==> src/rtl/tic_pkg.sv <==
package tic_pkg;

  // ----------------------------------------------------------------
  // host byte offsets
  // ----------------------------------------------------------------
  localparam logic [3:0] OFS_HOST_SEND_PORT = 4'h1;
  localparam logic [3:0] OFS_TIMER_A_COUNT = 4'h4;
  localparam logic [3:0] OFS_TIMER_B_COUNT = 4'h5;
  localparam logic [3:0] OFS_TIMER_B_PRESCALE = 4'h6;
  localparam logic [3:0] OFS_COUNTER_CONTROL_WORD = 4'h7;
  localparam logic [3:0] OFS_IRQ_CONTROL = 4'h8;
  localparam logic [3:0] OFS_IRQ_CONTROL_LAST = 4'hb;
  localparam logic [3:0] OFS_IRQ_STATUS = 4'hc;
  localparam logic [3:0] OFS_IRQ_STATUS_LAST = 4'hf;

  // ----------------------------------------------------------------
  // counter control word fields
  // ----------------------------------------------------------------
  localparam int CW_SEL_HI = 7;
  localparam int CW_SEL_LO = 6;
  localparam int CW_RW_HI = 5;
  localparam int CW_RW_LO = 4;
  localparam int CW_MODE_HI = 3;
  localparam int CW_MODE_LO = 1;
  localparam logic [1:0] CW_RW_LATCH = 2'h0;
  localparam logic [1:0] CW_RW_LOHI = 2'h3;
  localparam logic [2:0] CW_MODE_SQUARE = 3'h3;
  localparam logic [2:0] CW_MODE_SQUARE_ALT = 3'h7;

  // ----------------------------------------------------------------
  // register layouts and reset values
  // ----------------------------------------------------------------
  typedef struct packed {
    logic irq_bus_drive;
    logic global_irq_unmask;
    logic unused5;
    logic send_ninth_bit;
    logic timer_b_irq_en;
    logic timer_a_irq_en;
    logic timer_b_irq_clear_n;
    logic timer_a_irq_clear_n;
  } tic_ctrl_type;

  localparam logic [7:0] CTRL_RESET = 8'h00;
  localparam int STAT_ANY_BIT = 7;
  localparam int STAT_B_BIT = 1;
  localparam int STAT_A_BIT = 0;

  typedef enum logic [0:0] {
    TIC_RATE = 1'b0,
    TIC_SQUARE = 1'b1
  } tic_mode_type;

  // ----------------------------------------------------------------
  // timing
  // ----------------------------------------------------------------
  localparam int CLK_KHZ = 40000;
  localparam int TICK_A_NS = 2000;
  localparam int TICK_B_NS = 500;
  localparam int TICK_A_CYC = (TICK_A_NS * CLK_KHZ) / 1000000;
  localparam int TICK_B_CYC = (TICK_B_NS * CLK_KHZ) / 1000000;
  localparam int NUM_COUNTERS = 3;
  localparam int IRQ_LEVEL_MIN = 2;
  localparam int IRQ_LEVELS = 6;

endpackage

==> src/rtl/tic_counter.sv <==
`timescale 1ns/1ps
`default_nettype none

module tic_counter import tic_pkg::*; #(
  parameter int W = 16
) (
  // clock and reset
  input wire logic clk,
  input wire logic rst_n,
  // count input
  input wire logic tick,
  // host side
  input wire logic mode_wr,
  input wire tic_mode_type mode,
  input wire logic latch,
  input wire logic wr_stb,
  input wire logic rd_stb,
  input wire logic [7:0] wdata,
  output logic [7:0] rdata,
  // outputs
  output logic out,
  output logic term
);

  logic [W-1:0] reload_q;
  logic [W-1:0] count_q;
  logic [W-1:0] hold_q;
  logic held_q;
  logic wr_hi_q;
  logic rd_hi_q;
  logic armed_q;
  logic out_q;
  logic term_q;
  tic_mode_type mode_q;
  logic [W-1:0] src;

  // ----------------------------------------------------------------
  // load and count
  // ----------------------------------------------------------------
  always_ff @(posedge clk or negedge rst_n) begin
    if (!rst_n) begin
      reload_q <= '0;
      count_q <= '0;
      wr_hi_q <= 1'b0;
      armed_q <= 1'b0;
      out_q <= 1'b1;
      term_q <= 1'b0;
      mode_q <= TIC_RATE;
    end else begin
      term_q <= 1'b0;
      if (mode_wr) begin
        mode_q <= mode;
        wr_hi_q <= 1'b0;
        armed_q <= 1'b0;
        out_q <= 1'b1;
      end else if (wr_stb) begin
        // low byte first, high byte completes the count (see RL8)
        if (!wr_hi_q) begin
          reload_q[7:0] <= wdata;
          wr_hi_q <= 1'b1;
        end else begin
          reload_q[W-1:8] <= wdata;
          count_q <= {wdata, reload_q[7:0]};
          wr_hi_q <= 1'b0;
          armed_q <= 1'b1;
        end
      end else if (armed_q && tick) begin
        if (mode_q == TIC_RATE) begin
          // rate generator: one low input period, reload at 1 (see RL2)
          if (count_q <= W'(1)) begin
            count_q <= reload_q;
            term_q <= 1'b1;
            out_q <= 1'b1;
          end else begin
            count_q <= count_q - W'(1);
            out_q <= (count_q != W'(2));
          end
        end else begin
          // square wave: count by two, odd counts lose one tick (see RL4)
          if (count_q <= W'(2)) begin
            count_q <= {reload_q[W-1:1], 1'b0};
            out_q <= ~out_q;
            term_q <= out_q;
          end else begin
            count_q <= count_q - W'(2);
          end
        end
      end
    end
  end

  // ----------------------------------------------------------------
  // latch and read back
  // ----------------------------------------------------------------
  always_ff @(posedge clk or negedge rst_n) begin
    if (!rst_n) begin
      hold_q <= '0;
      held_q <= 1'b0;
      rd_hi_q <= 1'b0;
    end else begin
      if (mode_wr) begin
        held_q <= 1'b0;
        rd_hi_q <= 1'b0;
      end else if (latch && !held_q) begin
        hold_q <= count_q; // see RL7
        held_q <= 1'b1;
        rd_hi_q <= 1'b0;
      end else if (rd_stb) begin
        rd_hi_q <= ~rd_hi_q; // see RL8
        if (rd_hi_q) begin
          held_q <= 1'b0;
        end
      end
    end
  end

  assign src = held_q ? hold_q : count_q;
  assign rdata = rd_hi_q ? src[W-1:8] : src[7:0];
  assign out = out_q;
  assign term = term_q;

endmodule

`default_nettype wire

==> src/rtl/tic_timer_irq.sv <==
`timescale 1ns/1ps
`default_nettype none

// How it works
// RL1 - timer B counter steps on each rising prescaler output; interval is B*P*0.5us.
// RL2 - timer B counter is a rate generator taking reloads 2 to 65535.
// RL3 - timer B terminal event raises timer B source, status bit 1, line.
// RL4 - prescaler runs as square-wave generator, reloads 2 to 65535, driving timer B.
// RL5 - control words 34, 74, b6 set modes 2, 2, 3, 16-bit binary.
// RL6 - software sets each counter mode before using the timers.
// RL7 - control words 00, 40, 80 capture counter 0, 1, 2 for reading.
// RL8 - counter bytes move low first then high; reads done with interrupts off.
// RL9 - control bits 0,1 are active-low timer clears, reset 0, pulsed low.
// RL10 - control bits 2,3 enable timer A, B interrupts; reset 0.
// RL11 - control bit 4 is bit 8 of the word sent with send port byte.
// RL12 - global unmask bit, reset 0, blocks all card requests when 0.
// RL13 - bus-drive bit, reset 0, drives line when 1, floats it when 0.
// RL14 - software sets bus-drive before the global unmask bit.
// RL15 - service routine masks, services, clears, sends end-of-interrupt, unmasks.
// RL16 - status bits 0,1 show pending timer A, B requests until cleared.
// RL17 - status bit 7 is set while any of the four sources requests; the code counts timer A, B there only while their enables are set.
// RL18 - four sources merge onto one line chosen by jumper among 2 to 7.
// RL19 - request reaches system only with bus-drive, unmask and own enable set.
// RL20 - timer A is counter 0, rate generator at 2us ticks, status bit 0.
// RL21 - offsets 9 to b mirror control, d to f mirror status.
// RL22 - timer requests latch on terminal event, held until clear, enable-independent.
module tic_timer_irq import tic_pkg::*; #(
  parameter int W = 16
) (
  // clock and reset
  input wire logic clk,
  input wire logic rstn,
  // host byte port
  input wire logic [3:0] host_addr,
  input wire logic host_wr,
  input wire logic host_rd,
  input wire logic [7:0] host_wdata,
  output logic [7:0] host_rdata,
  // parallel interface unit side
  input wire logic host_send_ready,
  input wire logic host_receive_ready,
  output logic [8:0] send_word,
  output logic send_stb,
  // system interrupt lines, levels 2 to 7
  input wire logic [2:0] irq_level_sel,
  output logic [IRQ_LEVELS-1:0] irq_line,
  output logic [IRQ_LEVELS-1:0] irq_line_oe
);

  // ----------------------------------------------------------------
  // reset release
  // ----------------------------------------------------------------
  logic rst_meta_q;
  logic rst_n;

  always_ff @(posedge clk or negedge rstn) begin
    if (!rstn) begin
      rst_meta_q <= 1'b0;
      rst_n <= 1'b0;
    end else begin
      rst_meta_q <= 1'b1;
      rst_n <= rst_meta_q;
    end
  end

  // ----------------------------------------------------------------
  // time base
  // ----------------------------------------------------------------
  logic [7:0] div_a_q;
  logic [7:0] div_b_q;
  logic tick_a_q;
  logic tick_b_q;

  always_ff @(posedge clk or negedge rst_n) begin
    if (!rst_n) begin
      div_a_q <= '0;
      tick_a_q <= 1'b0;
    end else begin
      tick_a_q <= (div_a_q == 8'(TICK_A_CYC - 1));
      div_a_q <= (div_a_q == 8'(TICK_A_CYC - 1)) ? 8'h00 : div_a_q + 8'h01; // see RL20
    end
  end

  always_ff @(posedge clk or negedge rst_n) begin
    if (!rst_n) begin
      div_b_q <= '0;
      tick_b_q <= 1'b0;
    end else begin
      tick_b_q <= (div_b_q == 8'(TICK_B_CYC - 1));
      div_b_q <= (div_b_q == 8'(TICK_B_CYC - 1)) ? 8'h00 : div_b_q + 8'h01; // see RL1
    end
  end

  // ----------------------------------------------------------------
  // host decode
  // ----------------------------------------------------------------
  logic cw_wr;
  logic ctrl_sel;
  logic stat_sel;
  logic [1:0] cw_counter;
  logic [1:0] cw_rw;
  tic_mode_type cw_mode;

  assign cw_wr = host_wr && (host_addr == OFS_COUNTER_CONTROL_WORD);
  assign ctrl_sel = host_addr inside {[OFS_IRQ_CONTROL:OFS_IRQ_CONTROL_LAST]}; // see RL21
  assign stat_sel = host_addr inside {[OFS_IRQ_STATUS:OFS_IRQ_STATUS_LAST]}; // see RL21
  assign cw_counter = host_wdata[CW_SEL_HI:CW_SEL_LO];
  assign cw_rw = host_wdata[CW_RW_HI:CW_RW_LO];
  // modes 3 and 7 select the square wave; every other mode runs as rate generator
  assign cw_mode = ((host_wdata[CW_MODE_HI:CW_MODE_LO] == CW_MODE_SQUARE) ||
                    (host_wdata[CW_MODE_HI:CW_MODE_LO] == CW_MODE_SQUARE_ALT)) ?
                   TIC_SQUARE : TIC_RATE;

  // ----------------------------------------------------------------
  // counters
  // ----------------------------------------------------------------
  logic [NUM_COUNTERS-1:0] cnt_tick;
  logic [NUM_COUNTERS-1:0] cnt_out;
  logic [NUM_COUNTERS-1:0] cnt_term;
  logic [7:0] cnt_rdata [NUM_COUNTERS];
  logic presc_out_q;

  always_ff @(posedge clk or negedge rst_n) begin
    if (!rst_n) begin
      presc_out_q <= 1'b1;
    end else begin
      presc_out_q <= cnt_out[2];
    end
  end

  assign cnt_tick[0] = tick_a_q;
  assign cnt_tick[1] = cnt_out[2] && !presc_out_q; // see RL1
  assign cnt_tick[2] = tick_b_q;

  genvar gi;
  generate
    for (gi = 0; gi < NUM_COUNTERS; gi++) begin : g_cnt
      tic_counter #(.W(W)) u_cnt (
        .clk(clk),
        .rst_n(rst_n),
        .tick(cnt_tick[gi]),
        .mode_wr(cw_wr && (cw_counter == 2'(gi)) && (cw_rw == CW_RW_LOHI)), // see RL5
        .mode(cw_mode),
        .latch(cw_wr && (cw_counter == 2'(gi)) && (cw_rw == CW_RW_LATCH)), // see RL7
        .wr_stb(host_wr && (host_addr == OFS_TIMER_A_COUNT + 4'(gi))),
        .rd_stb(host_rd && (host_addr == OFS_TIMER_A_COUNT + 4'(gi))),
        .wdata(host_wdata),
        .rdata(cnt_rdata[gi]),
        .out(cnt_out[gi]),
        .term(cnt_term[gi])
      );
    end
  endgenerate

  // ----------------------------------------------------------------
  // interrupt control register and send port
  // ----------------------------------------------------------------
  tic_ctrl_type ctrl_q;
  logic [8:0] send_word_q;
  logic send_stb_q;

  always_ff @(posedge clk or negedge rst_n) begin
    if (!rst_n) begin
      ctrl_q <= tic_ctrl_type'(CTRL_RESET); // see RL9
    end else if (host_wr && ctrl_sel) begin
      ctrl_q <= tic_ctrl_type'(host_wdata); // see RL10
    end
  end

  always_ff @(posedge clk or negedge rst_n) begin
    if (!rst_n) begin
      send_word_q <= '0;
      send_stb_q <= 1'b0;
    end else begin
      send_stb_q <= host_wr && (host_addr == OFS_HOST_SEND_PORT);
      if (host_wr && (host_addr == OFS_HOST_SEND_PORT)) begin
        send_word_q <= {ctrl_q.send_ninth_bit, host_wdata}; // see RL11
      end
    end
  end

  // ----------------------------------------------------------------
  // pending timer requests
  // ----------------------------------------------------------------
  logic pend_a_q;
  logic pend_b_q;

  // an event in the clearing cycle survives the clear
  always_ff @(posedge clk or negedge rst_n) begin
    if (!rst_n) begin
      pend_a_q <= 1'b0;
    end else if (cnt_term[0]) begin
      pend_a_q <= 1'b1; // see RL22
    end else if (!ctrl_q.timer_a_irq_clear_n) begin
      pend_a_q <= 1'b0; // see RL9
    end
  end

  always_ff @(posedge clk or negedge rst_n) begin
    if (!rst_n) begin
      pend_b_q <= 1'b0;
    end else if (cnt_term[1]) begin
      pend_b_q <= 1'b1; // see RL3
    end else if (!ctrl_q.timer_b_irq_clear_n) begin
      pend_b_q <= 1'b0; // see RL9
    end
  end

  // ----------------------------------------------------------------
  // merge and drive the system line
  // ----------------------------------------------------------------
  logic any_req;
  logic [IRQ_LEVELS-1:0] level_onehot;
  logic [IRQ_LEVELS-1:0] irq_line_q;
  logic [IRQ_LEVELS-1:0] irq_line_oe_q;

  assign any_req = (pend_a_q && ctrl_q.timer_a_irq_en) || (pend_b_q && ctrl_q.timer_b_irq_en) ||
                   host_send_ready || host_receive_ready; // see RL17

  // jumper values below level 2 select no line at all
  always_comb begin
    level_onehot = '0;
    if (irq_level_sel >= 3'(IRQ_LEVEL_MIN)) begin
      level_onehot[3'(irq_level_sel - 3'(IRQ_LEVEL_MIN))] = 1'b1; // see RL18
    end
  end

  always_ff @(posedge clk or negedge rst_n) begin
    if (!rst_n) begin
      irq_line_q <= '0;
      irq_line_oe_q <= '0;
    end else begin
      irq_line_q <= (any_req && ctrl_q.global_irq_unmask) ? level_onehot : '0; // see RL12 RL19
      irq_line_oe_q <= ctrl_q.irq_bus_drive ? level_onehot : '0; // see RL13
    end
  end

  // ----------------------------------------------------------------
  // read data
  // ----------------------------------------------------------------
  logic [7:0] rdata_q;
  logic [7:0] stat_byte;

  assign stat_byte = {any_req, 5'h00, pend_b_q, pend_a_q}; // see RL16

  always_ff @(posedge clk or negedge rst_n) begin
    if (!rst_n) begin
      rdata_q <= '0;
    end else if (host_rd) begin
      if (host_addr == OFS_TIMER_A_COUNT) begin
        rdata_q <= cnt_rdata[0];
      end else if (host_addr == OFS_TIMER_B_COUNT) begin
        rdata_q <= cnt_rdata[1];
      end else if (host_addr == OFS_TIMER_B_PRESCALE) begin
        rdata_q <= cnt_rdata[2];
      end else if (ctrl_sel) begin
        rdata_q <= ctrl_q;
      end else if (stat_sel) begin
        rdata_q <= stat_byte;
      end else begin
        rdata_q <= 8'h00;
      end
    end
  end

  assign host_rdata = rdata_q;
  assign send_word = send_word_q;
  assign send_stb = send_stb_q;
  assign irq_line = irq_line_q;
  assign irq_line_oe = irq_line_oe_q;

  // ----------------------------------------------------------------
  // checks
  // ----------------------------------------------------------------
  // gap counters prove the tick spacing without a long repetition
  logic [7:0] gap_a_q;
  logic [7:0] gap_b_q;

  always_ff @(posedge clk or negedge rst_n) begin
    if (!rst_n) begin
      gap_a_q <= '0;
      gap_b_q <= '0;
    end else begin
      gap_a_q <= tick_a_q ? 8'h01 : gap_a_q + 8'h01;
      gap_b_q <= tick_b_q ? 8'h01 : gap_b_q + 8'h01;
    end
  end
endmodule

`default_nettype wire

==> config.mk <==
export PLATFORM = sky130hd
export DESIGN_NAME = tic_timer_irq
export DESIGN_NICKNAME = d
export VERILOG_FILES = /design/src/rtl/tic_pkg.sv /design/src/rtl/tic_counter.sv /design/src/rtl/tic_timer_irq.sv
export SDC_FILE = /design/constraint.sdc
export NUM_CORES = 1
export LEC_CHECK = 0
export ABC_AREA = 1
export BUFFER_PORTS_ARGS = -buffer_cell sky130_fd_sc_hd__buf_2
export CAP_MARGIN = 20
export CELL_PAD_IN_SITES_DETAIL_PLACEMENT = 0
export CELL_PAD_IN_SITES_GLOBAL_PLACEMENT = 1
export CORE_MARGIN = 1.5
export CORE_UTILIZATION = 49
export DETAILED_ROUTE_END_ITERATION = 7
export PLACE_DENSITY = 0.95
export SLEW_MARGIN = 20
export SYNTH_ARGS = -nofsm -noshare
export SYNTH_HDL_FRONTEND = slang
export SYNTH_SLANG_ARGS = --single-unit
==> constraint.sdc <==
create_clock -name clk -period 15.65 [get_ports clk]
set_input_delay 0 -clock clk [delete_from_list [all_inputs] [get_ports clk]]
set_output_delay 0 -clock clk [all_outputs]
set_load 0.03 [all_outputs]
==> results.toml <==
[yosys]
synth_compound_area_share_pct = 13.1
ys_types = 43
yosys.area.top_type = "dfrtp_1"
synth_fa_ha_area_share_pct = 1.65
synth_top_family_by_area = "simple AND/OR/NAND/NOR gates"
synth_top_area_share_pct = 42.9
synth-simple-area-share_pct = 31.4
syn_area_um2 = 12900
ys_ff_latch = 225
ys_warn_count = 0
avgSynthCellArea_um2 = 7.10
synth-async-reset-ratio_pct = 100
seq_area_frac_synth_pct = 43.7
synth_edf_count = 0
synth_fp_nets = 1855
synthMuxAreaShare_pct = 0
synth.area.top_cells = "dfrtp_1 (43%), nand2_1 (17%), o21ai_0 (7.9%)"
postSynthCellCount = 1817
yosys_most_used_dff = "dfrtp_1"
synth-xor-area-share_pct = 3.05

[detailed_routing]
vias_per_cell = 5.41
initialDrtViolationCount = 1118
wire_per_inst_um = 16.3
finalWirelength_mm = 36.3
drt_first_pass_iters = 5
drc = 0
ant_nets = 0
vias = 12000

[pwr]
powerDensity_nw_per_um2 = 149
vdd_ir_drop_max_v = 0.000114
p_leak_nw = 7.37

[clock_tree]
post-cts-setup-buffers = 0
cts_tree = "built"
cts.clk_slew.worst_paths_ns = 0.06
cts_resized = 0
cts_buffers = 26
clock-sinks = 225
worstSkewPairLatency_ns = 0.53
ctsLongestPathBuffers = 3
cts-hold-fix-buffers = 21
cts_max_level = 1
clockRootBuffer = "clkbuf_16"

[setup_path]
slowest_stage = "dlygate4sd3_1"
r2r-start = "g_cnt[0].u_cnt.count_q[1]$_DFFE_PN0P_"
cp.arrival_ns = 2.86
critPathLaunch = "host_addr[0]"
worstPathMaxFanout = 25
required_ns = 16.12
crit_cells = 12
start_kind = "input pin"
slowest_delay_ns = 0.58
critPathBufInv = 4
setup.worst_path.class = "in2reg"
end_kind = "flip-flop"
reg2reg_depth = 11
crit_end = "g_cnt[0].u_cnt.count_q[9]$_DFFE_PN0P_"
r2r_slack_ns = 13.35
critPathMostFrequentCell = "nand2_1"
timing.rr.end = "g_cnt[0].u_cnt.count_q[9]$_DFFE_PN0P_"
path_cells = "dlygate4sd3_1, buf_2, inv_1, nand2_1, nor2_1, nand2_1, inv_2, nand2_4, nand3_2, a21oi_1, nand2_1, nand2_1"
crit_family = "simple AND/OR/NAND/NOR gates"

[placed_design]
placement.io_buffers = 50
dp_cells = 2150
gp_congestion = 0.892
dp_hpwl_mm = 25.5

[timing]
drv_slew = 0
rsz0062_at_grt = "no"
setup_viol = 0
tightest_slew_ns = 0.921
final.setup.tns_ns = 0
hold_ws_ns = 0.0512
maxSlewHeadroom_pct = 38.6
hold_viol_final = 0
period_share_pct = 15.3
fmax_mhz = 417
period_needed_ns = 2.40
fin_skew_ns = 0.0162

[global_routing]
grt_pass1_wl_mm = 58.4
grt-ovfl-total = 0
antenna_found_initial = 2
grtUsageTotal_pct = 27.3
grt_pass1_vias = 11000
grt_max_degree = 162

[finish]
area_growth_pct = 11.8
final_nets = 1903
stdcell_count = 2220
drive_gt1_share_pct = 7.70

[floorplan]
dieArea_um2 = 27300
core_area_um2 = 26000
die_w_um = 165
fp-row-count = 59
io_pins = 51
initial_core_util_pct = 49.7
die_h_um = 165

[min_path]
hp-class = "in2reg"
holdPathStages = 7

[outcome]
status = "complete, no violations"

[job]
maxCapViolCount = 0
## metrics by stage
stage	instance area (µm²)	power, mW	util (%)	setup WS [ns]
4_1_cts	14400	2.16	55.4	13.03
2_1_floorplan	12900	1.36	-	8.92
3_5_place_dp	13400	1.56	51.4	13.08
3_3_place_gp	13300	1.55	51.4	13.13
5_1_grt	14400	2.31	55.5	13.01
6_report	14400	2.16	55.5	13.25
## cell type report
type,instances,area [µm²]
tap,335,419
antenna,1,2.50
sequential,225,5640
multi-input combinational,1362,6360
timing repair buffer,76,522
clock inverter,8,50.0
clock buffer,39,781
fill,2524,11600
inverter,174,653
## kinds of logic (layout without fill, tap and decap cells)
family,count (synthesis),after routing
adder cells (fa/ha/maj),17,17
AO/OA/AOI/OAI,328,328
buffers and inverters,230,297
flip-flops,225,225
AND/OR/NAND/NOR,971,971
other,1,2
XOR/XNOR,45,45
## how the worst min path moves through the flow
| stage | startpoint | to |
|---|---|---|
| 6_report | host_receive_ready | host_rdata[7]$_DFFE_PN0P_ |
| 5_1_grt | host_receive_ready | host_rdata[7]$_DFFE_PN0P_ |
| 4_1_cts | host_receive_ready | host_rdata[7]$_DFFE_PN0P_ |
| 3_5_place_dp | rstn | rst_meta_q$_DFF_PN0_ |
| 3_3_place_gp | rstn | rst_meta_q$_DFF_PN0_ |
| 2_1_floorplan | rstn | rst_meta_q$_DFF_PN0_ |
## synth_stat cells, types with 4 or more instances
master	n
o21ai_1	8
clkbuf_1	37
a21oi_1	96
nand2_2	7
xor2_1	40
clkinv_1	4
ha_1	17
nand4_1	17
buf_4	4
dfrtp_1	221
nand2_1	595
o211ai_1	9
xnor2_1	5
nor2_1	186
nand3_2	6
nor2_4	6
nor3_1	6
nand3_1	126
nor2_2	6
inv_2	7
inv_1	163
buf_2	9
or2_2	4
o21ai_0	204
dfstp_2	4
## registers in the layout (all words and copies together) (netlist names), 6 cells and up
register and flops:
div_a_q 8, irq_line 6, ctrl_q 8, g_cnt.u_cnt.hold_q 48
g_cnt.u_cnt.count_q 48, send_word 9, irq_line_oe 6, host_rdata 8
div_b_q 8, g_cnt.u_cnt.reload_q 48
## power breakdown
part	switching, mW	internal, mW	total, mW
sequential	0.130	0.683	0.813
combinational	0.512	0.244	0.757
clock	0.242	0.344	0.586
total	0.884	1.27	2.16
## placed cells by master (no fill, tap or decap), types with 2 or more instances in the layout
| cell | n |
|---|---|
| nor2_2 | 6 |
| o21ai_1 | 8 |
| clkinv_2 | 5 |
| nor3_1 | 6 |
| dfstp_2 | 4 |
| clkbuf_8 | 6 |
| inv_2 | 7 |
| or2_2 | 4 |
| buf_2 | 50 |
| xor2_1 | 40 |
| ha_1 | 17 |
| dfrtp_1 | 220 |
| inv_1 | 163 |
| nand3_2 | 7 |
| nor2_4 | 6 |
| o211ai_1 | 9 |
| o21bai_1 | 2 |
| nor4_1 | 2 |
| nand2_2 | 7 |
| o22ai_1 | 2 |
| clkbuf_1 | 6 |
| xnor2_1 | 5 |
| nor2_1 | 186 |
| nand3b_1 | 2 |
| clkbuf_16 | 27 |
| nand2_4 | 3 |
| clkinv_1 | 4 |
| nand2_1 | 595 |
| o21ai_0 | 204 |
| buf_4 | 2 |
| a32oi_1 | 3 |
| a21oi_1 | 96 |
| o221ai_1 | 2 |
| dlygate4sd3_1 | 21 |
| nand4_1 | 17 |
| nand3_1 | 125 |
## per-layer routing
| layer | track usage, % | vias to the layer above | wire length (µm) |
|---|---|---|---|
| li1 | - | 5950 | - |
| met1 | 39.4 | 5626 | 17000 |
| met2 | 43.1 | 367 | 16300 |
| met3 | 3.72 | 56 | 2120 |
| met4 | 7.21 | 2 | 898 |
| met5 | 0 | - | 7 |
## worst min-delay path, delay by kind of cell
family | cells | cell delay, ns
buffers and inverters | 1 | 0.09
and+or+nand+nor | 3 | 0.20
AOI/OAI and AO/OA | 3 | 0.24
(Power assumes the default switching activity.)
